<file path="src/hdl/mphs_defines.vh">
/*
 phasing sequencer constants: offsets, bit positions, codes, limits.
 assumes inclusion by bare name.
*/
`ifndef MPHS_DEFINES_VH
`define MPHS_DEFINES_VH
// ==========
// register byte offsets
`define MPHS_REG_CTRL 8'h00
`define MPHS_REG_STAT 8'h04
`define MPHS_REG_MAIN_SPR 8'h08
`define MPHS_REG_AUX_SPR 8'h0c
`define MPHS_REG_RESULT 8'h10
`define MPHS_REG_VIBDUR 8'h14
`define MPHS_REG_SPEED 8'h18
`define MPHS_REG_MAIN_POS 8'h1c
`define MPHS_REG_AUX_POS 8'h20
// ==========
// control bit positions
`define MPHS_CTL_VIB_CMD 0
`define MPHS_CTL_SW_DIS 1
`define MPHS_CTL_MAIN_FMT 2
`define MPHS_CTL_AUX_FMT 3
`define MPHS_CTL_FINE_REQ 4
`define MPHS_CTL_SAVE 5
`define MPHS_CTL_LESSW 6
`define MPHS_CTL_SAVE_VIB 7
// ==========
// status codes and limits
`define MPHS_RES_OK 16'h0000
`define MPHS_RES_ENABLE 16'h0002
`define MPHS_RES_NOTRDY 16'h0005
`define MPHS_RES_DEVIATE 16'h0006
`define MPHS_RES_OVER 16'h0007
`define MPHS_RES_IDLE 16'hffff
`define MPHS_VIB_DEV_MAX 16'd25
`define MPHS_VIB_MAX 16'd200
`define MPHS_VIB_INIT 16'd100
`define MPHS_SPR_RESET 16'h0400
`define MPHS_PLAIN_MAX 16'h7fff
`define MPHS_EXP_MAX 5'd18
// ==========
// bus responses
`define MPHS_RESP_OKAY 2'b00
`define MPHS_RESP_SLVERR 2'b10
`endif

</file>
<file path="src/hdl/mphs_enc_counter.v">
/*
 quadrature counter with zero-mark pulse.
 assumes inputs synchronised to clk_sys_i.
*/
`timescale 1ns/1ps
`default_nettype none
module mphs_enc_counter #(
    parameter W = 32
) (
    input wire clk_sys_i,
    input wire rst_i,
    input wire a_i,
    input wire b_i,
    input wire z_i,
    input wire dir_neg_i,
    output reg [W-1:0] pos_o,
    output reg zero_o
);
    reg a_q;
    reg b_q;
    reg z_q;
    wire step;
    wire cw;
    assign step = (a_i ^ a_q) | (b_i ^ b_q);
    assign cw = (a_q ^ b_i) ^ dir_neg_i;
    // ==========
    // counting
    always @(posedge clk_sys_i) begin
        if (rst_i) begin
            a_q <= 1'b0;
            b_q <= 1'b0;
            z_q <= 1'b0;
            pos_o <= {W{1'b0}};
            zero_o <= 1'b0;
        end else begin
            a_q <= a_i;
            b_q <= b_i;
            z_q <= z_i;
            zero_o <= z_i & ~z_q;
            // RULE_19 clockwise counts up
            if (step) begin
                if (cw) begin
                    pos_o <= pos_o + {{(W-1){1'b0}}, 1'b1};
                end else begin
                    pos_o <= pos_o - {{(W-1){1'b0}}, 1'b1};
                end
            end
        end
    end
endmodule // mphs_enc_counter
`default_nettype wire

</file>
<file path="src/hdl/mphs_speed_loop.v">
/*
 speed loop: demand = gain * (reference - measured) / 1024.
 assumes an update enable from the top.
*/
`timescale 1ns/1ps
`default_nettype none
module mphs_speed_loop (
    input wire clk_sys_i,
    input wire rst_i,
    input wire en_i,
    input wire signed [15:0] ref_i,
    input wire signed [15:0] meas_i,
    input wire [7:0] gain_i,
    output reg signed [16:0] err_o,
    output reg signed [15:0] demand_o
);
    wire signed [16:0] err_d;
    wire signed [25:0] prod;
    // RULE_20 reference minus measured
    assign err_d = {ref_i[15], ref_i} - {meas_i[15], meas_i};
    assign prod = err_o * $signed({1'b0, gain_i});
    always @(posedge clk_sys_i) begin
        if (rst_i) begin
            err_o <= 17'sh00000;
            demand_o <= 16'sh0000;
        end else if (en_i) begin
            err_o <= err_d;
            // RULE_20 error sets current
            demand_o <= prod[25:10];
        end
    end
endmodule // mphs_speed_loop
`default_nettype wire

</file>
<file path="src/hdl/mphs_top.v">
/*
 motor phasing sequencer: vibration phasing, result code, done flag,
 fine phasing on the zero mark, absolute phasing store, encoders, speed loop.
 assumes an AXI4-Lite master on clk_sys_i and asynchronous encoder pins.
*/
// The implementer's own choices: register access over AXI4-Lite and the register offsets.
`timescale 1ns/1ps
`default_nettype none
`include "mphs_defines.vh"
// Summary of operation
// RULE_01: setting the vibration phasing command bit starts the phasing procedure.
// RULE_02: software keeps disable 0, enable 1, fault 0 before commanding.
// RULE_03: successful procedure writes result code 0.
// RULE_04: result code 2 when hardware enable low or software disable set.
// RULE_05: result code 5 when in alarm or not ready during the procedure.
// RULE_06: code 6 when duration deviates over 25 from initial; value stays saveable.
// RULE_07: code 7 when computed duration exceeds 200.
// RULE_08: done flag set only on success; drive ok withheld while clear. The code also sets the done flag when the save bit stores absolute phasing.
// RULE_09: a saved duration is the initial value; one vibration if unchanged.
// RULE_10: steps per rev plain up to 32767, or exponential up to 2^18.
// RULE_11: sign of steps per rev gives feedback direction.
// RULE_12: software never saves parameters while drive is enabled.
// RULE_13: fine request bit makes correction at next zero mark.
// RULE_14: device clears fine request bit once correction is done.
// RULE_15: software requests fine phasing only after phasing, incremental encoder.
// RULE_16: reduced-wiring feedback does fine phasing automatically.
// RULE_17: software zeroes angle, disables, writes save bit, restarts for absolute.
// RULE_18: stored absolute phasing makes later start-ups skip the procedure.
// RULE_19: position counter counts up clockwise, down counterclockwise.
// RULE_20: speed error is reference minus measured and sets current demand.
// RULE_21: command bit returns to 0 when procedure ends; code valid then.
module mphs_top #(
    parameter VIB_UNIT = 16'd125
) (
    input wire clk_sys_i,
    input wire rst_i,
    input wire [7:0] s_axi_awaddr,
    input wire s_axi_awvalid,
    output reg s_axi_awready,
    input wire [31:0] s_axi_wdata,
    input wire [3:0] s_axi_wstrb,
    input wire s_axi_wvalid,
    output reg s_axi_wready,
    output reg [1:0] s_axi_bresp,
    output reg s_axi_bvalid,
    input wire s_axi_bready,
    input wire [7:0] s_axi_araddr,
    input wire s_axi_arvalid,
    output reg s_axi_arready,
    output reg [31:0] s_axi_rdata,
    output reg [1:0] s_axi_rresp,
    output reg s_axi_rvalid,
    input wire s_axi_rready,
    input wire hardware_enable_flag_i,
    input wire [15:0] drive_fault_code_i,
    input wire inrush_ready_i,
    input wire [15:0] electrical_angle_value_i,
    input wire vib_settled_i,
    input wire [2:0] main_feedback_input_i,
    input wire [2:0] aux_feedback_input_i,
    input wire [15:0] speed_ref_i,
    input wire [7:0] speed_gain_i,
    output reg drive_ok_flag_o,
    output reg phasing_done_flag_o,
    output reg vibrate_o,
    output reg fine_correct_o,
    output reg [15:0] current_demand_o
);
    localparam ST_IDLE = 2'd0;
    localparam ST_VIB = 2'd1;
    localparam ST_EVAL = 2'd2;
    // ==========
    // pin synchronisers
    reg [5:0] pin_meta_q;
    reg [5:0] pin_sync_q;
    reg hwen_meta_q;
    reg hwen_q;
    always @(posedge clk_sys_i) begin
        if (rst_i) begin
            pin_meta_q <= 6'h00;
            pin_sync_q <= 6'h00;
            hwen_meta_q <= 1'b0;
            hwen_q <= 1'b0;
        end else begin
            pin_meta_q <= {aux_feedback_input_i, main_feedback_input_i};
            pin_sync_q <= pin_meta_q;
            hwen_meta_q <= hardware_enable_flag_i;
            hwen_q <= hwen_meta_q;
        end
    end
    // ==========
    // registers
    reg [7:0] ctrl_q;
    reg [15:0] main_spr_q;
    reg [15:0] aux_spr_q;
    reg [15:0] result_q;
    reg [15:0] vib_saved_q;
    reg saved_valid_q;
    reg abs_stored_q;
    reg [15:0] vib_calc_q;
    reg [1:0] state_q;
    reg [15:0] tick_q;
    reg [15:0] vib_cnt_q;
    reg [31:0] spr_main_eff;
    reg [31:0] spr_aux_eff;
    wire main_neg;
    wire aux_neg;
    wire [31:0] main_pos;
    wire [31:0] aux_pos;
    wire main_zero;
    wire aux_zero;
    wire signed [16:0] spd_err;
    wire signed [15:0] spd_dem;
    wire drive_enabled;
    wire not_ready;
    wire [15:0] vib_init;
    wire [15:0] vib_dev;
    assign drive_enabled = hwen_q & ~ctrl_q[`MPHS_CTL_SW_DIS];
    assign not_ready = (drive_fault_code_i != 16'h0000) | ~inrush_ready_i;
    // RULE_09 saved value as initial
    assign vib_init = saved_valid_q ? vib_saved_q : `MPHS_VIB_INIT;
    assign vib_dev = (vib_calc_q > vib_init) ? (vib_calc_q - vib_init) : (vib_init - vib_calc_q);
    // RULE_11 sign gives direction
    assign main_neg = main_spr_q[15];
    assign aux_neg = aux_spr_q[15];
    // RULE_10 plain or exponential format
    always @* begin
        spr_main_eff = 32'h00000000;
        spr_aux_eff = 32'h00000000;
        if (ctrl_q[`MPHS_CTL_MAIN_FMT]) begin
            spr_main_eff[(main_spr_q[4:0] > `MPHS_EXP_MAX) ? `MPHS_EXP_MAX : main_spr_q[4:0]] = 1'b1;
        end else begin
            spr_main_eff = {17'h00000, main_neg ? (~main_spr_q[14:0] + 15'h0001) : main_spr_q[14:0]};
        end
        if (ctrl_q[`MPHS_CTL_AUX_FMT]) begin
            spr_aux_eff[(aux_spr_q[4:0] > `MPHS_EXP_MAX) ? `MPHS_EXP_MAX : aux_spr_q[4:0]] = 1'b1;
        end else begin
            spr_aux_eff = {17'h00000, aux_neg ? (~aux_spr_q[14:0] + 15'h0001) : aux_spr_q[14:0]};
        end
    end
    // ==========
    // axi4-lite write path
    reg [7:0] awaddr_q;
    reg aw_have_q;
    reg [31:0] wdata_q;
    reg w_have_q;
    wire wr_go;
    assign wr_go = aw_have_q & w_have_q & ~s_axi_bvalid;
    // ==========
    // axi4-lite read path
    always @(posedge clk_sys_i) begin
        if (rst_i) begin
            s_axi_arready <= 1'b0;
            s_axi_rvalid <= 1'b0;
            s_axi_rdata <= 32'h00000000;
            s_axi_rresp <= `MPHS_RESP_OKAY;
        end else begin
            s_axi_arready <= 1'b0;
            if (s_axi_rvalid & s_axi_rready) begin
                s_axi_rvalid <= 1'b0;
            end else if (s_axi_arvalid & ~s_axi_arready & ~s_axi_rvalid) begin
                s_axi_arready <= 1'b1;
                s_axi_rvalid <= 1'b1;
                s_axi_rresp <= `MPHS_RESP_OKAY;
                case (s_axi_araddr)
                    `MPHS_REG_CTRL: s_axi_rdata <= {24'h000000, ctrl_q};
                    `MPHS_REG_STAT: s_axi_rdata <= {28'h0000000, abs_stored_q, drive_ok_flag_o,
                                                     phasing_done_flag_o, hwen_q};
                    `MPHS_REG_MAIN_SPR: s_axi_rdata <= {16'h0000, main_spr_q};
                    `MPHS_REG_AUX_SPR: s_axi_rdata <= {16'h0000, aux_spr_q};
                    `MPHS_REG_RESULT: s_axi_rdata <= {16'h0000, result_q};
                    `MPHS_REG_VIBDUR: s_axi_rdata <= {vib_saved_q, vib_calc_q};
                    `MPHS_REG_SPEED: s_axi_rdata <= {{15{spd_err[16]}}, spd_err};
                    `MPHS_REG_MAIN_POS: s_axi_rdata <= main_pos;
                    `MPHS_REG_AUX_POS: s_axi_rdata <= aux_pos;
                    default: begin
                        s_axi_rdata <= 32'h00000000;
                        s_axi_rresp <= `MPHS_RESP_SLVERR;
                    end
                endcase
            end
        end
    end
    // ==========
    // registers, bus writes and phasing sequencer
    always @(posedge clk_sys_i) begin
        if (rst_i) begin
            s_axi_awready <= 1'b0;
            s_axi_wready <= 1'b0;
            s_axi_bvalid <= 1'b0;
            s_axi_bresp <= `MPHS_RESP_OKAY;
            awaddr_q <= 8'h00;
            aw_have_q <= 1'b0;
            wdata_q <= 32'h00000000;
            w_have_q <= 1'b0;
            ctrl_q <= 8'h00;
            main_spr_q <= `MPHS_SPR_RESET;
            aux_spr_q <= `MPHS_SPR_RESET;
            result_q <= `MPHS_RES_IDLE;
            vib_saved_q <= 16'h0000;
            saved_valid_q <= 1'b0;
            abs_stored_q <= 1'b0;
            vib_calc_q <= 16'h0000;
            state_q <= ST_IDLE;
            tick_q <= 16'h0000;
            vib_cnt_q <= 16'h0000;
            phasing_done_flag_o <= 1'b0;
            drive_ok_flag_o <= 1'b0;
            vibrate_o <= 1'b0;
            fine_correct_o <= 1'b0;
        end else begin
            s_axi_awready <= 1'b0;
            s_axi_wready <= 1'b0;
            fine_correct_o <= 1'b0;
            if (s_axi_awvalid & ~aw_have_q & ~s_axi_awready) begin
                s_axi_awready <= 1'b1;
                aw_have_q <= 1'b1;
                awaddr_q <= s_axi_awaddr;
            end
            if (s_axi_wvalid & ~w_have_q & ~s_axi_wready) begin
                s_axi_wready <= 1'b1;
                w_have_q <= 1'b1;
                wdata_q <= s_axi_wdata & {{8{s_axi_wstrb[3]}}, {8{s_axi_wstrb[2]}},
                                          {8{s_axi_wstrb[1]}}, {8{s_axi_wstrb[0]}}};
            end
            if (s_axi_bvalid & s_axi_bready) begin
                s_axi_bvalid <= 1'b0;
            end
            if (wr_go) begin
                aw_have_q <= 1'b0;
                w_have_q <= 1'b0;
                s_axi_bvalid <= 1'b1;
                s_axi_bresp <= `MPHS_RESP_OKAY;
                case (awaddr_q)
                    `MPHS_REG_CTRL: begin
                        ctrl_q <= wdata_q[7:0];
                        // RULE_17 store absolute phasing
                        if (wdata_q[`MPHS_CTL_SAVE] & ~drive_enabled & (electrical_angle_value_i == 16'h0000)) begin
                            abs_stored_q <= 1'b1;
                            phasing_done_flag_o <= 1'b1;
                        end
                        // RULE_06 calculated value can be saved
                        if (wdata_q[`MPHS_CTL_SAVE_VIB] & ~drive_enabled) begin
                            vib_saved_q <= vib_calc_q;
                            saved_valid_q <= 1'b1;
                        end
                    end
                    `MPHS_REG_MAIN_SPR: main_spr_q <= wdata_q[15:0];
                    `MPHS_REG_AUX_SPR: aux_spr_q <= wdata_q[15:0];
                    `MPHS_REG_STAT, `MPHS_REG_RESULT, `MPHS_REG_VIBDUR, `MPHS_REG_SPEED,
                    `MPHS_REG_MAIN_POS, `MPHS_REG_AUX_POS: s_axi_bresp <= `MPHS_RESP_OKAY;
                    default: s_axi_bresp <= `MPHS_RESP_SLVERR;
                endcase
                ctrl_q[`MPHS_CTL_SAVE] <= 1'b0;
                ctrl_q[`MPHS_CTL_SAVE_VIB] <= 1'b0;
            end
            // RULE_08 drive ok needs done flag
            drive_ok_flag_o <= phasing_done_flag_o & drive_enabled & ~not_ready;
            case (state_q)
                ST_IDLE: begin
                    // RULE_01 command starts procedure
                    if (ctrl_q[`MPHS_CTL_VIB_CMD] & ~wr_go) begin
                        // RULE_18 stored phasing skips
                        if (abs_stored_q) begin
                            result_q <= `MPHS_RES_OK;
                            ctrl_q[`MPHS_CTL_VIB_CMD] <= 1'b0;
                        // RULE_04 enable not correct
                        end else if (~drive_enabled) begin
                            result_q <= `MPHS_RES_ENABLE;
                            phasing_done_flag_o <= 1'b0;
                            ctrl_q[`MPHS_CTL_VIB_CMD] <= 1'b0;
                        // RULE_05 alarm or not ready
                        end else if (not_ready) begin
                            result_q <= `MPHS_RES_NOTRDY;
                            phasing_done_flag_o <= 1'b0;
                            ctrl_q[`MPHS_CTL_VIB_CMD] <= 1'b0;
                        end else begin
                            state_q <= ST_VIB;
                            phasing_done_flag_o <= 1'b0;
                            vibrate_o <= 1'b1;
                            tick_q <= 16'h0000;
                            vib_cnt_q <= 16'h0000;
                        end
                    end
                end
                ST_VIB: begin
                    if (tick_q == VIB_UNIT - 16'h0001) begin
                        tick_q <= 16'h0000;
                        vib_cnt_q <= vib_cnt_q + 16'h0001;
                    end else begin
                        tick_q <= tick_q + 16'h0001;
                    end
                    if (~drive_enabled | not_ready) begin
                        vibrate_o <= 1'b0;
                        state_q <= ST_IDLE;
                        ctrl_q[`MPHS_CTL_VIB_CMD] <= 1'b0;
                        result_q <= drive_enabled ? `MPHS_RES_NOTRDY : `MPHS_RES_ENABLE;
                    // RULE_09 single vibration of saved length
                    end else if (vib_settled_i | (vib_cnt_q > `MPHS_VIB_MAX) |
                                 (saved_valid_q & (vib_cnt_q == vib_saved_q))) begin
                        vibrate_o <= 1'b0;
                        vib_calc_q <= vib_cnt_q;
                        state_q <= ST_EVAL;
                    end
                end
                ST_EVAL: begin
                    state_q <= ST_IDLE;
                    // RULE_21 command returns to zero
                    ctrl_q[`MPHS_CTL_VIB_CMD] <= 1'b0;
                    // RULE_07 over maximum
                    if (vib_calc_q > `MPHS_VIB_MAX) begin
                        result_q <= `MPHS_RES_OVER;
                    // RULE_06 deviation over limit
                    end else if (vib_dev > `MPHS_VIB_DEV_MAX) begin
                        result_q <= `MPHS_RES_DEVIATE;
                    end else begin
                        // RULE_03 success code
                        result_q <= `MPHS_RES_OK;
                        // RULE_08 set only on success
                        phasing_done_flag_o <= 1'b1;
                    end
                end
                default: state_q <= ST_IDLE;
            endcase
            // RULE_13 fine correction at zero mark
            // RULE_16 reduced wiring automatic fine phasing
            if ((ctrl_q[`MPHS_CTL_FINE_REQ] | ctrl_q[`MPHS_CTL_LESSW]) & main_zero & phasing_done_flag_o) begin
                fine_correct_o <= 1'b1;
                // RULE_14 request cleared when done
                ctrl_q[`MPHS_CTL_FINE_REQ] <= 1'b0;
            end
        end
    end
    // ==========
    // encoders and speed loop
    mphs_enc_counter #(.W(32)) u_main_enc (
        .clk_sys_i(clk_sys_i),
        .rst_i(rst_i),
        .a_i(pin_sync_q[0]),
        .b_i(pin_sync_q[1]),
        .z_i(pin_sync_q[2]),
        .dir_neg_i(main_neg),
        .pos_o(main_pos),
        .zero_o(main_zero)
    );
    mphs_enc_counter #(.W(32)) u_aux_enc (
        .clk_sys_i(clk_sys_i),
        .rst_i(rst_i),
        .a_i(pin_sync_q[3]),
        .b_i(pin_sync_q[4]),
        .z_i(pin_sync_q[5]),
        .dir_neg_i(aux_neg),
        .pos_o(aux_pos),
        .zero_o(aux_zero)
    );
    reg [15:0] pos_prev_q;
    always @(posedge clk_sys_i) begin
        if (rst_i) begin
            pos_prev_q <= 16'h0000;
            current_demand_o <= 16'h0000;
        end else begin
            pos_prev_q <= main_pos[15:0];
            current_demand_o <= spd_dem;
        end
    end
    mphs_speed_loop u_speed (
        .clk_sys_i(clk_sys_i),
        .rst_i(rst_i),
        .en_i(1'b1),
        .ref_i(speed_ref_i),
        .meas_i(main_pos[15:0] - pos_prev_q),
        .gain_i(speed_gain_i),
        .err_o(spd_err),
        .demand_o(spd_dem)
    );
endmodule // mphs_top
`default_nettype wire

</file>
<file path="config.mk">
export PLATFORM = sky130hd
export DESIGN_NAME = mphs_top
export DESIGN_NICKNAME = d
export VERILOG_FILES = /design/src/hdl/mphs_enc_counter.v /design/src/hdl/mphs_speed_loop.v /design/src/hdl/mphs_top.v
export VERILOG_INCLUDE_DIRS = /design/src /design/src/hdl
export SDC_FILE = /design/constraint.sdc
export NUM_CORES = 1
export LEC_CHECK = 0
export BUFFER_PORTS_ARGS = -buffer_cell sky130_fd_sc_hd__clkbuf_2
export CAP_MARGIN = 20
export CORE_MARGIN = 2
export CORE_UTILIZATION = 49
export DETAILED_ROUTE_END_ITERATION = 12
export PLACE_DENSITY_LB_ADDON = 0.2
export SLEW_MARGIN = 0
export SYNTH_ARGS = -nofsm -noshare
export SYNTH_HDL_FRONTEND = slang
export SYNTH_SLANG_ARGS = --single-unit
</file>
<file path="constraint.sdc">
create_clock -name clk_sys_i -period 6.9 [get_ports clk_sys_i]
set_input_delay 0.345 -clock clk_sys_i [delete_from_list [all_inputs] [get_ports clk_sys_i]]
set_output_delay 0.345 -clock clk_sys_i [all_outputs]
set_load 0.01 [all_outputs]
</file>
# After elaboration in Yosys (flattened, before gate mapping)
# Index checks and enable logic that the tools add are counted.
classes:
  n_bitwise: 52
  n_eq_ne: 28
  mul: 1
  mux: 60
  addsub: 10
  n_lt_le_gt_ge: 4
  n_reduce_logical: 25
op_table:
  columns: ["cell", "count"]
  rows:
  - ["case mux 32 bit (9 select lines)", 1]
  - ["2-to-1 mux 16 bit", 13]
  - ["adder 32 x 1 -> 32 bit (second input constant)", 2]
  - ["== test 8 x 5 -> 1 bit (second input constant)", 8]
  - ["2-to-1 mux 32 bit", 2]
  - ["case mux 16 bit (2 select lines)", 2]
  - ["subtractor 32 x 1 -> 32 bit (second input constant)", 2]
  - ["case mux 16 bit (3 select lines)", 1]
  - ["subtractor 16 bit", 3]
  - ["adder 16 x 1 -> 16 bit (second input constant)", 2]
  - ["== test 8 x 4 -> 1 bit (second input constant)", 4]
  - ["> comparator 16 x 8 -> 1 bit (second input constant)", 2]
  - ["multiplier 17 x 9 -> 26 bit", 1]
  - ["2-to-1 mux 1 bit", 26]
  - ["AND 1 bit", 21]
  - ["OR reduction 9 bit", 2]
  - ["subtractor 16 x 16 -> 17 bit", 1]
  - ["AND 16 bit", 1]
  - ["== test 16 bit", 1]
  - ["== test 16 x 7 -> 1 bit (second input constant)", 1]
  - ["== test 8 x 3 -> 1 bit (second input constant)", 2]
  - ["== test 8 x 6 -> 1 bit (second input constant)", 2]
  - ["> comparator 16 bit", 1]
  - ["> comparator 16 x 5 -> 1 bit (second input constant)", 1]
  - ["other kinds (25)", 78]
word_totals:
  out_inout_bits: 61
  regBits: 340
  inputBits: 124
  elab_cells: 225

# Depth between registers and ports, before layout
# Gate-level depths: netlist of run 1.
logic_depth:
  ltp_word: 11
  mapped_depth: 21
  ltp_nobuf: 20

# Cells and area by module
# A second synthesis of run 1 with hierarchy kept.
unflattened:
  hier_cells: 2974
  area_unflattened_um2: 24141.9
modules_own_cells:
  columns: ["module", "area_per_inst_um2", "cells_each", "seq_area_each_um2", "n_inst"]
  rows:
  - ["mphs_top", 11791.3, 1419, 4504.3, 1]
  - ["mphs_speed_loop", 6670.1, 783, 660.6, 1]
  - ["mphs_enc_counter", 2840.2, 386, 720.7, 2]

# Worst setup path after synthesis of run 1
# Ideal clock, no wire load.
synth_timing:
  path_type: "in2reg"
  from: "input port speed_gain_i[1]"
  to: "register u_speed.demand_o[14]"
  setup_ns: 0.128
  arrival_ns: 5.015
  n_path_buf: 2
  slack_ns: 1.757
  stages: 21
  required_ns: 6.772
  cell_sequence: "clkbuf_1 -> clkbuf_1 -> nand2_1 -> fa_1 -> inv_1 -> fa_1 -> inv_1 -> fa_1 -> fa_1 -> inv_1 -> ha_1 -> nor4_1 -> o21ai_0 -> a21oi_1 -> o21bai_1 -> a41o_1 -> a221o_1 -> a21o_1 -> a21oi_1 -> xor2_1 -> nor2_1"
synth_via:
  elab_chain_cells: 1
synth_rtl:
  columns: ["item", "line", "rtl"]
  rows:
  - ["start, declared", "mphs_top.v:62", "input wire [7:0] speed_gain_i,"]
  - ["multiplier 17 x 9 -> 26 bit", "mphs_speed_loop.v:21", "assign prod = err_o * $signed({1'b0, gain_i});"]
  - ["end signal, assigned", "mphs_speed_loop.v:29", "demand_o <= prod[25:10];"]
  - ["end, declared", "mphs_speed_loop.v:15", "output reg signed [15:0] demand_o"]
# Every way passes these cells.
# A chain may end at the register's enable or synchronous reset.

# Final worst setup path of run 1
layout_timing:
  from: "register u_speed.err_o[7]"
  to: "register u_speed.demand_o[14]"
layout_via:
  elab_chain_cells: 1
layout_rtl:
  columns: ["item", "line", "rtl"]
  rows:
  - ["start, declared", "mphs_speed_loop.v:14", "output reg signed [16:0] err_o,"]
  - ["start signal, assigned", "mphs_speed_loop.v:27", "err_o <= err_d;"]
  - ["multiplier 17 x 9 -> 26 bit", "mphs_speed_loop.v:21", null]
# Every way passes these cells.

==> results of run 1 <==
what timing repair did:
action	CTS	global route
hold endpoints to repair	26	0
hold buffers	26	0
gates resized for setup	0	0
layout by cell type, fill, tap and decap left out, drive strengths merged, types with 9 or more instances in the layout:
cell         count
xnor2          101
o211ai          12
dlygate4sd3     26
a31oi           18
clkbuf         215
nand2b          21
o31ai            9
mux2i           62
a21oi          192
nand2          282
nand3           61
nand4           21
a311oi           9
inv            247
xor2            62
or2              9
nor2           251
or3             19
buf             24
nor3            45
o21a            17
and3            17
clkinv          10
fa             113
nor4            18
a221oi          21
nor2b           72
and2            81
ha             178
a211oi          53
a222oi          28
o21ai           61
a22o            25
a21o            39
dfxtp          326
o21bai          15
worst max path at each step:
stage,startpoint,endpoint,slack [ns],cells after the start
after floorplan,speed_gain_i[1],u_speed.demand_o[14]$_SDFF_PP0_,1.76,21
after global placement,speed_gain_i[3],u_speed.demand_o[14]$_SDFF_PP0_,1.33,19
after detailed placement,speed_gain_i[3],u_speed.demand_o[14]$_SDFF_PP0_,1.32,19
after CTS,u_speed.err_o[7]$_SDFF_PP0_,u_speed.demand_o[14]$_SDFF_PP0_,1.35,19
after global routing,u_speed.err_o[7]$_SDFF_PP0_,u_speed.demand_o[14]$_SDFF_PP0_,0.89,19
final,u_speed.err_o[7]$_SDFF_PP0_,u_speed.demand_o[14]$_SDFF_PP0_,1.34,19
through the flow:
stage          utilization  power, mW  std cells  cell area [µm²]  worst slack, ns
3_5_place_dp        0.5269      7.987       3353            23960            1.316
5_1_grt             0.5646      11.22       3455            25680           0.8924
4_1_cts             0.5634      10.30       3452            25620            1.351
6_report            0.5646      10.26       3455            25680            1.343
3_3_place_gp        0.5256      7.843       3349            23900            1.331
2_1_floorplan            -      6.809       2687            22640            1.757
critical path: cells and delay by family (launching register included):
kind | cells | cell delay, ns
flops | 1 | 0.59
simple gates | 3 | 0.46
xor+xnor | 1 | 0.16
buf+inv | 3 | 0.16
compound gates | 7 | 1.79
fa+ha+maj | 5 | 2.24
final cells by class:
cell class,count,share of cell area
clock buffer,53,0.04478
clock inverter,20,0.009649
inverter,244,0.03567
multi-input combinational,2000,0.5745
sequential,326,0.2542
tap,600,0.02924
timing repair buffer,212,0.05195
registers in the layout, summed over array words and instances (netlist names), 2 cells and up:
signal	cells
aux_spr_q	16
pos_prev_q	16
awaddr_q	8
pin_sync_q	5
u_aux_enc.pos_o	32
vib_cnt_q	16
result_q	4
main_spr_q	16
u_speed.demand_o	16
tick_q	16
vib_saved_q	16
ctrl_q	6
vib_calc_q	16
u_main_enc.pos_o	32
state_q	2
u_speed.err_o	17
current_demand_o	16
s_axi_rdata	32
wdata_q	16
pin_meta_q	5
layer usage:
layer / vias to the layer above / share of wire / GRT usage
li1: 9460 / - / -
met1: 9357 / 0.45 / 0.3542
met2: 538 / 0.45 / 0.4223
met3: 132 / 0.065 / 0.04103
met4: 0 / 0.037 / 0.1034
met5: - / 0 / 0
kinds of logic after synthesis:
family | share of synthesized area
flops | 0.2883
fa+ha+maj | 0.1983
other cells | 0.0001657
mux | 0.02791
compound gates | 0.1638
xor+xnor | 0.06307
simple gates | 0.1970
buf+inv | 0.06141
where the power goes:
| part | switching, mW | leakage (nW) | internal, mW |
|---|---|---|---|
| Combinational | 3.08 | 8.16 | 2.49 |
| Clock | 0.889 | 0.688 | 1.33 |
| Sequential | 0.317 | 2.66 | 2.15 |
| Total | 4.28 | 11.5 | 5.97 |
==> summary.txt, run 1 <==
Outcome
  – Outcome: finished clean

Synth
  – EDFF count, synth: 0
  – Synthesized area: approximately 23,000 µm²
  – Post-synthesis sequential area ratio: 0.2883
  – Most frequent cell after synthesis: dfxtp_1
  – Main synth FF type: dfxtp_1
  – Area contributors post-synth: dfxtp_1 (29%), fa_1 (10%), ha_1 (9.8%), nand2_1 (4.7%), a21oi_1 (4.2%)
  – Synth top area share: 0.2883
  – Synth cell types: 81
  – Ys async rst share: 0
  – Leading area contributor after synthesis: dfxtp_1
  – Seq cells post-synth: 326
  – Post-Syn Instances: 2,686
  – Avg Inst Size Synth: 8.428 µm²
  – Total number of yosys warnings: 0
  – Commonest cells post-synth: dfxtp_1 (326), nand2_1 (282), nor2_1 (251)

Worst hold path
  – WHS Endpoint: awaddr_q[1]$_SDFFE_PP0P_
  – Worst Hold Depth: 3
  – Min-Delay Path Class: primary input to flip-flop
  – Hold_sp: s_axi_awaddr[1]

Global routing
  – Initial antenna violation count: 0
  – Total GRT Usage: 0.2627
  – Vias in the first global route: about 19,000
  – Largest net degree at the start of global routing: 159
  – First-pass GRT wire length: 100,100 µm
  – Gr ovfl total: 0

Placement
  – DP HPWL: 45,860 µm
  – GPL Wtd Cong: approximately 0.9
  – Buffers on Ports: 163

Run
  – Max Cap Viol: 0

Routing
  – DRT iter0 DRCs: 1,543
  – Residual DRC count: 0
  – Vias/cell: 5.640
  – Final WL: 62,200 µm
  – Post-route ant nets: 0
  – DRT Pass-1 Iters: 8
  – Routed WL per cell: approximately 18 µm
  – Vias: 19,487

Worst setup path
  – Crit Reg-Reg Startpoint: u_speed.err_o[7]$_SDFF_PP0_
  – Worst path max stage delay: 0.59 ns
  – Critical Path End Type: flip-flop
  – Most Frequent Cell on Critical Path: fa_1
  – Crit path launch type: flip-flop
  – Setup CP Type: flip-flop to flip-flop
  – Crit path max fanout: 9
  – CP Data Required Time: 7.35 ns
  – Arrival time at the worst endpoint: roughly 6.0 ns
  – FF-to-FF End: u_speed.demand_o[14]$_SDFF_PP0_
  – Slowest cell on crit path: dfxtp_1
  – Worst path cell trace: nand2_1 > fa_1 > inv_1 > fa_1 > inv_1 > fa_1 > fa_1 > inv_1 > ha_1 > nor4_1 > o21ai_0 > a21oi_1 > o21bai_1 > a41o_1 > a221o_1 > a21o_1 > a21oi_1 > xor2_1 > nor2_1
  – Worst reg2reg path depth: 19
  – Reg-to-reg setup timing slack: 1.34 ns

Clock network
  – Post-CTS setup buffers: 0
  – Root buffer selected by CTS: clkbuf_16
  – CTS tree: done
  – CTS Buf Count: 40
  – Clk_lat worst skew: slightly below 0.6 ns
  – Reg clk slew, reported paths: 0.06 ns
  – # H-tree levels: 2
  – Sink Count: 326
  – Clk buf depth: 3

Die
  – Die area: 47,930 µm²
  – IO Pins: roughly 190
  – CORE AREA: around 45,000 µm²
  – Initial cell density of the core: 0.4977
  – Core Rows: 78
  – Die X: 218.9 µm
  – Die Ht: between 200 and 250 µm

Pwr
  – Lkg Pwr: 11.51 nW
  – Worst vdd ir: between 0.0003 and 0.0004 V
  – Pwr Density: between 300 and 400 nW/µm²

STA
  – Final Hold Slack: between 0.02 and 0.025 ns
  – Final period utilization: 0.8054
  – Max Clock Skew: 0.01757 ns
  – TNS Setup: 0 ns
  – Final setup fails: 0
  – Max Slew Vio Count: 0
  – Worst Tran Pin Value: 1.090 ns
  – Max Fclk: 0.1799 GHz
  – Max_slew headroom: 0.2733
  – Min Tclk post-route: approximately 5.6 ns
  – Final hold vios: 0
  – RSZ-0062 raised after global routing: false

Final layout
  – FF/Latch Area: approximately 6500 µm²
  – Area growth, synth to finish: 13.43%
  – Multi-input gate area: 14,750 µm²
  – Layout Nets: 3,239
  – Proportion of layout cells with a drive suffix above 1: 0.1037
  – Filler cell count: 4,228
  – Inserted Diodes: 0
No activity file was read; power rests on OpenSTA's default activity.
==> inputs of run 2 (changes only) <==
==> constraint.sdc (replaced) <==
create_clock -name clk_sys_i -period 4.8 [get_ports clk_sys_i]
set_input_delay 0.24 -clock clk_sys_i [delete_from_list [all_inputs] [get_ports clk_sys_i]]
set_output_delay 0.24 -clock clk_sys_i [all_outputs]
set_load 0.01 [all_outputs]
==> summary.txt, run 2 (synthesis results as in run 1) <==
Pwr
  – Pwr Total: 15.79 mW
  – Lkg Pwr: 11.89 nW
  – Worst vdd ir: 0.0008106 V
  – Pwr Density: approximately 600 nW/µm²

Routing
  – Residual DRC count: 0
  – Vias: between 15,000 and 20,000
  – Post-route ant nets: 0
  – Final WL: 63,900 µm
  – Routed WL per cell: 18.09 µm
  – DRT iter0 DRCs: 1,295
  – DRT Pass-1 Iters: 7
  – Vias/cell: ~5.6

Global routing
  – Largest net degree at the start of global routing: 125
  – Vias in the first global route: about 19,000
  – Total GRT Usage: 0.2659
  – Initial antenna violation count: 1
  – First-pass GRT wire length: a little over 100,000 µm
  – Gr ovfl total: 0

Die
  – Die Ht: 218.9 µm
  – Die area: 47,930 µm²
  – IO Pins: 185
  – Die X: 218.9 µm
  – Core Rows: 78
  – CORE AREA: 45,480 µm²
  – Initial cell density of the core: 0.4977

STA
  – Max Slew Vio Count: 0
  – Worst Tran Pin Value: approximately 1.1 ns
  – TNS Setup: -0.1923 ns
  – Worst setup margin: -0.09848 ns
  – Final hold vios: 0
  – Min Tclk post-route: 4.898 ns
  – Max Fclk: around 0.2 GHz
  – Max Clock Skew: 0.01855 ns
  – Final Hold Slack: 0.01980 ns
  – RSZ-0062 raised after global routing: true
  – Final setup fails: 3
  – Final period utilization: 1.021
  – Max_slew headroom: 0.2510

Final layout
  – Proportion of layout cells with a drive suffix above 1: 0.1361
  – FF/Latch Area: 6543 µm²
  – Area growth, synth to finish: 16.55%
  – Final Cell Area: 26,380 µm²
  – Multi-input gate area: about 15,000 µm²
  – Most frequent cells in the layout: dfxtp_1 (317), nand2_1 (281), nor2_1 (248)
  – Filler cell count: slightly above 4,000
  – Layout Nets: 3,316
  – Commonest non-fill, non-tap cell in the layout: dfxtp_1
  – Largest registers: s_axi_rdata (32), u_aux_enc.pos_o (32), u_main_enc.pos_o (32)

Clock network
  – CTS tree: done
  – # H-tree levels: 2
  – CTS Buf Count: 40
  – Clk_lat worst skew: 0.57 ns
  – Sink Count: 326
  – Root buffer selected by CTS: clkbuf_16
  – Reg clk slew, reported paths: approximately 0.060 ns
  – Clk buf depth: 3

Worst hold path
  – Min-Delay Path Class: primary input to flip-flop

Placement
  – Setup Slack @ Placement: -0.3409 ns
  – DP Area: roughly 24,000 µm²
  – DP HPWL: 47,680 µm
  – GPL Wtd Cong: 0.9063
  – Buffers on Ports: 163

Outcome
  – Violated checks: setup timing
  – Outcome: complete, but fails checks

Run
  – Max Cap Viol: 0

Worst setup path
  – Crit path launch type: flip-flop
  – Arrival time at the worst endpoint: 5.33 ns
  – Setup CP Type: flip-flop to flip-flop
  – Crit path max fanout: 6
  – CP Data Required Time: 5.24 ns
  – Critical Path End Type: flip-flop
[run 2: changes by cell type in the layout (fill, tap and decap cells not counted), moves of 5 or more]
cell	before	now
ha_1	178	171
inv_2	0	5
dlygate4sd3_1	26	35
ha_2	0	5
inv_1	244	239
buf_4	16	83
dfxtp_2	0	7
dfxtp_1	326	317
[run 2: final timing paths]
path	startpoint	end	cells past startpoint	slack (ns)
worst max register to register	u_speed.err_o[7]$_SDFF_PP0_	u_speed.demand_o[14]$_SDFF_PP0_	19	-0.1
worst max-delay path	u_speed.err_o[7]$_SDFF_PP0_	u_speed.demand_o[14]$_SDFF_PP0_	19	-0.1
worst min-delay path	drive_fault_code_i[4]	drive_ok_flag_o$_SDFF_PP0_	4	0.02
worst min register to register	u_main_enc.z_q$_SDFF_PP0_	u_main_enc.zero_o$_SDFF_PP0_	1	0.39
[run 2: power by group]
part           total (mW)  switching, mW  leakage [nW]  internal (mW)
combinational        9.15           4.88          8.55           4.27
sequential           3.45          0.349          2.67           3.10
clock                3.19           1.26         0.673           1.93
[run 2: final cells by class]
type,count,share of cell area
Clock buffer,54,0.04301
Sequential cell,326,0.2480
Clock inverter,19,0.009058
Tap cell,600,0.02845
Timing Repair Buffer,289,0.07317
Antenna cell,1,0.00009485
Inverter,244,0.03471
Multi-Input combinational cell,2000,0.5635
[run 2: routing by layer]
metal	share of wire	GRT usage
met5	0	0
met4	0.034	0.09932
met3	0.059	0.03839
met2	0.46	0.4322
met1	0.45	0.3585
[run 2: per-stage QoR]
stage | instances | util
floorplan | 2687 | -
global placement | 3415 | 0.5368
detailed placement | 3417 | 0.5373
CTS | 3528 | 0.5766
global route | 3532 | 0.5801
finish | 3533 | 0.5801
[run 2: timing repair]
item                                    in CTS  in global routing
resized for setup                           15                 34
endpoints found under the hold margin       35                  0
gates cloned                                 0                  0
pin swaps                                   14                 32
endpoints found under the setup margin       7                  9
buffers inserted                             3                  1
hold buffers                                35                  0
[run 2: critical path: stages, from the launching register on]
cell and delay [ns]:
dfxtp_2 0.36, buf_12 0.11, nand2_1 0.07, fa_1 0.52, inv_1 0.06, fa_1 0.48, fa_1 0.58, fa_1 0.43
ha_2 0.22, buf_4 0.14, nor2_2 0.12, a21oi_2 0.08, a21oi_2 0.17, o21bai_2 0.11, a41o_1 0.31, a221o_1 0.39
a21o_1 0.24, a21oi_2 0.17, xor2_1 0.16, nor2_1 0.05
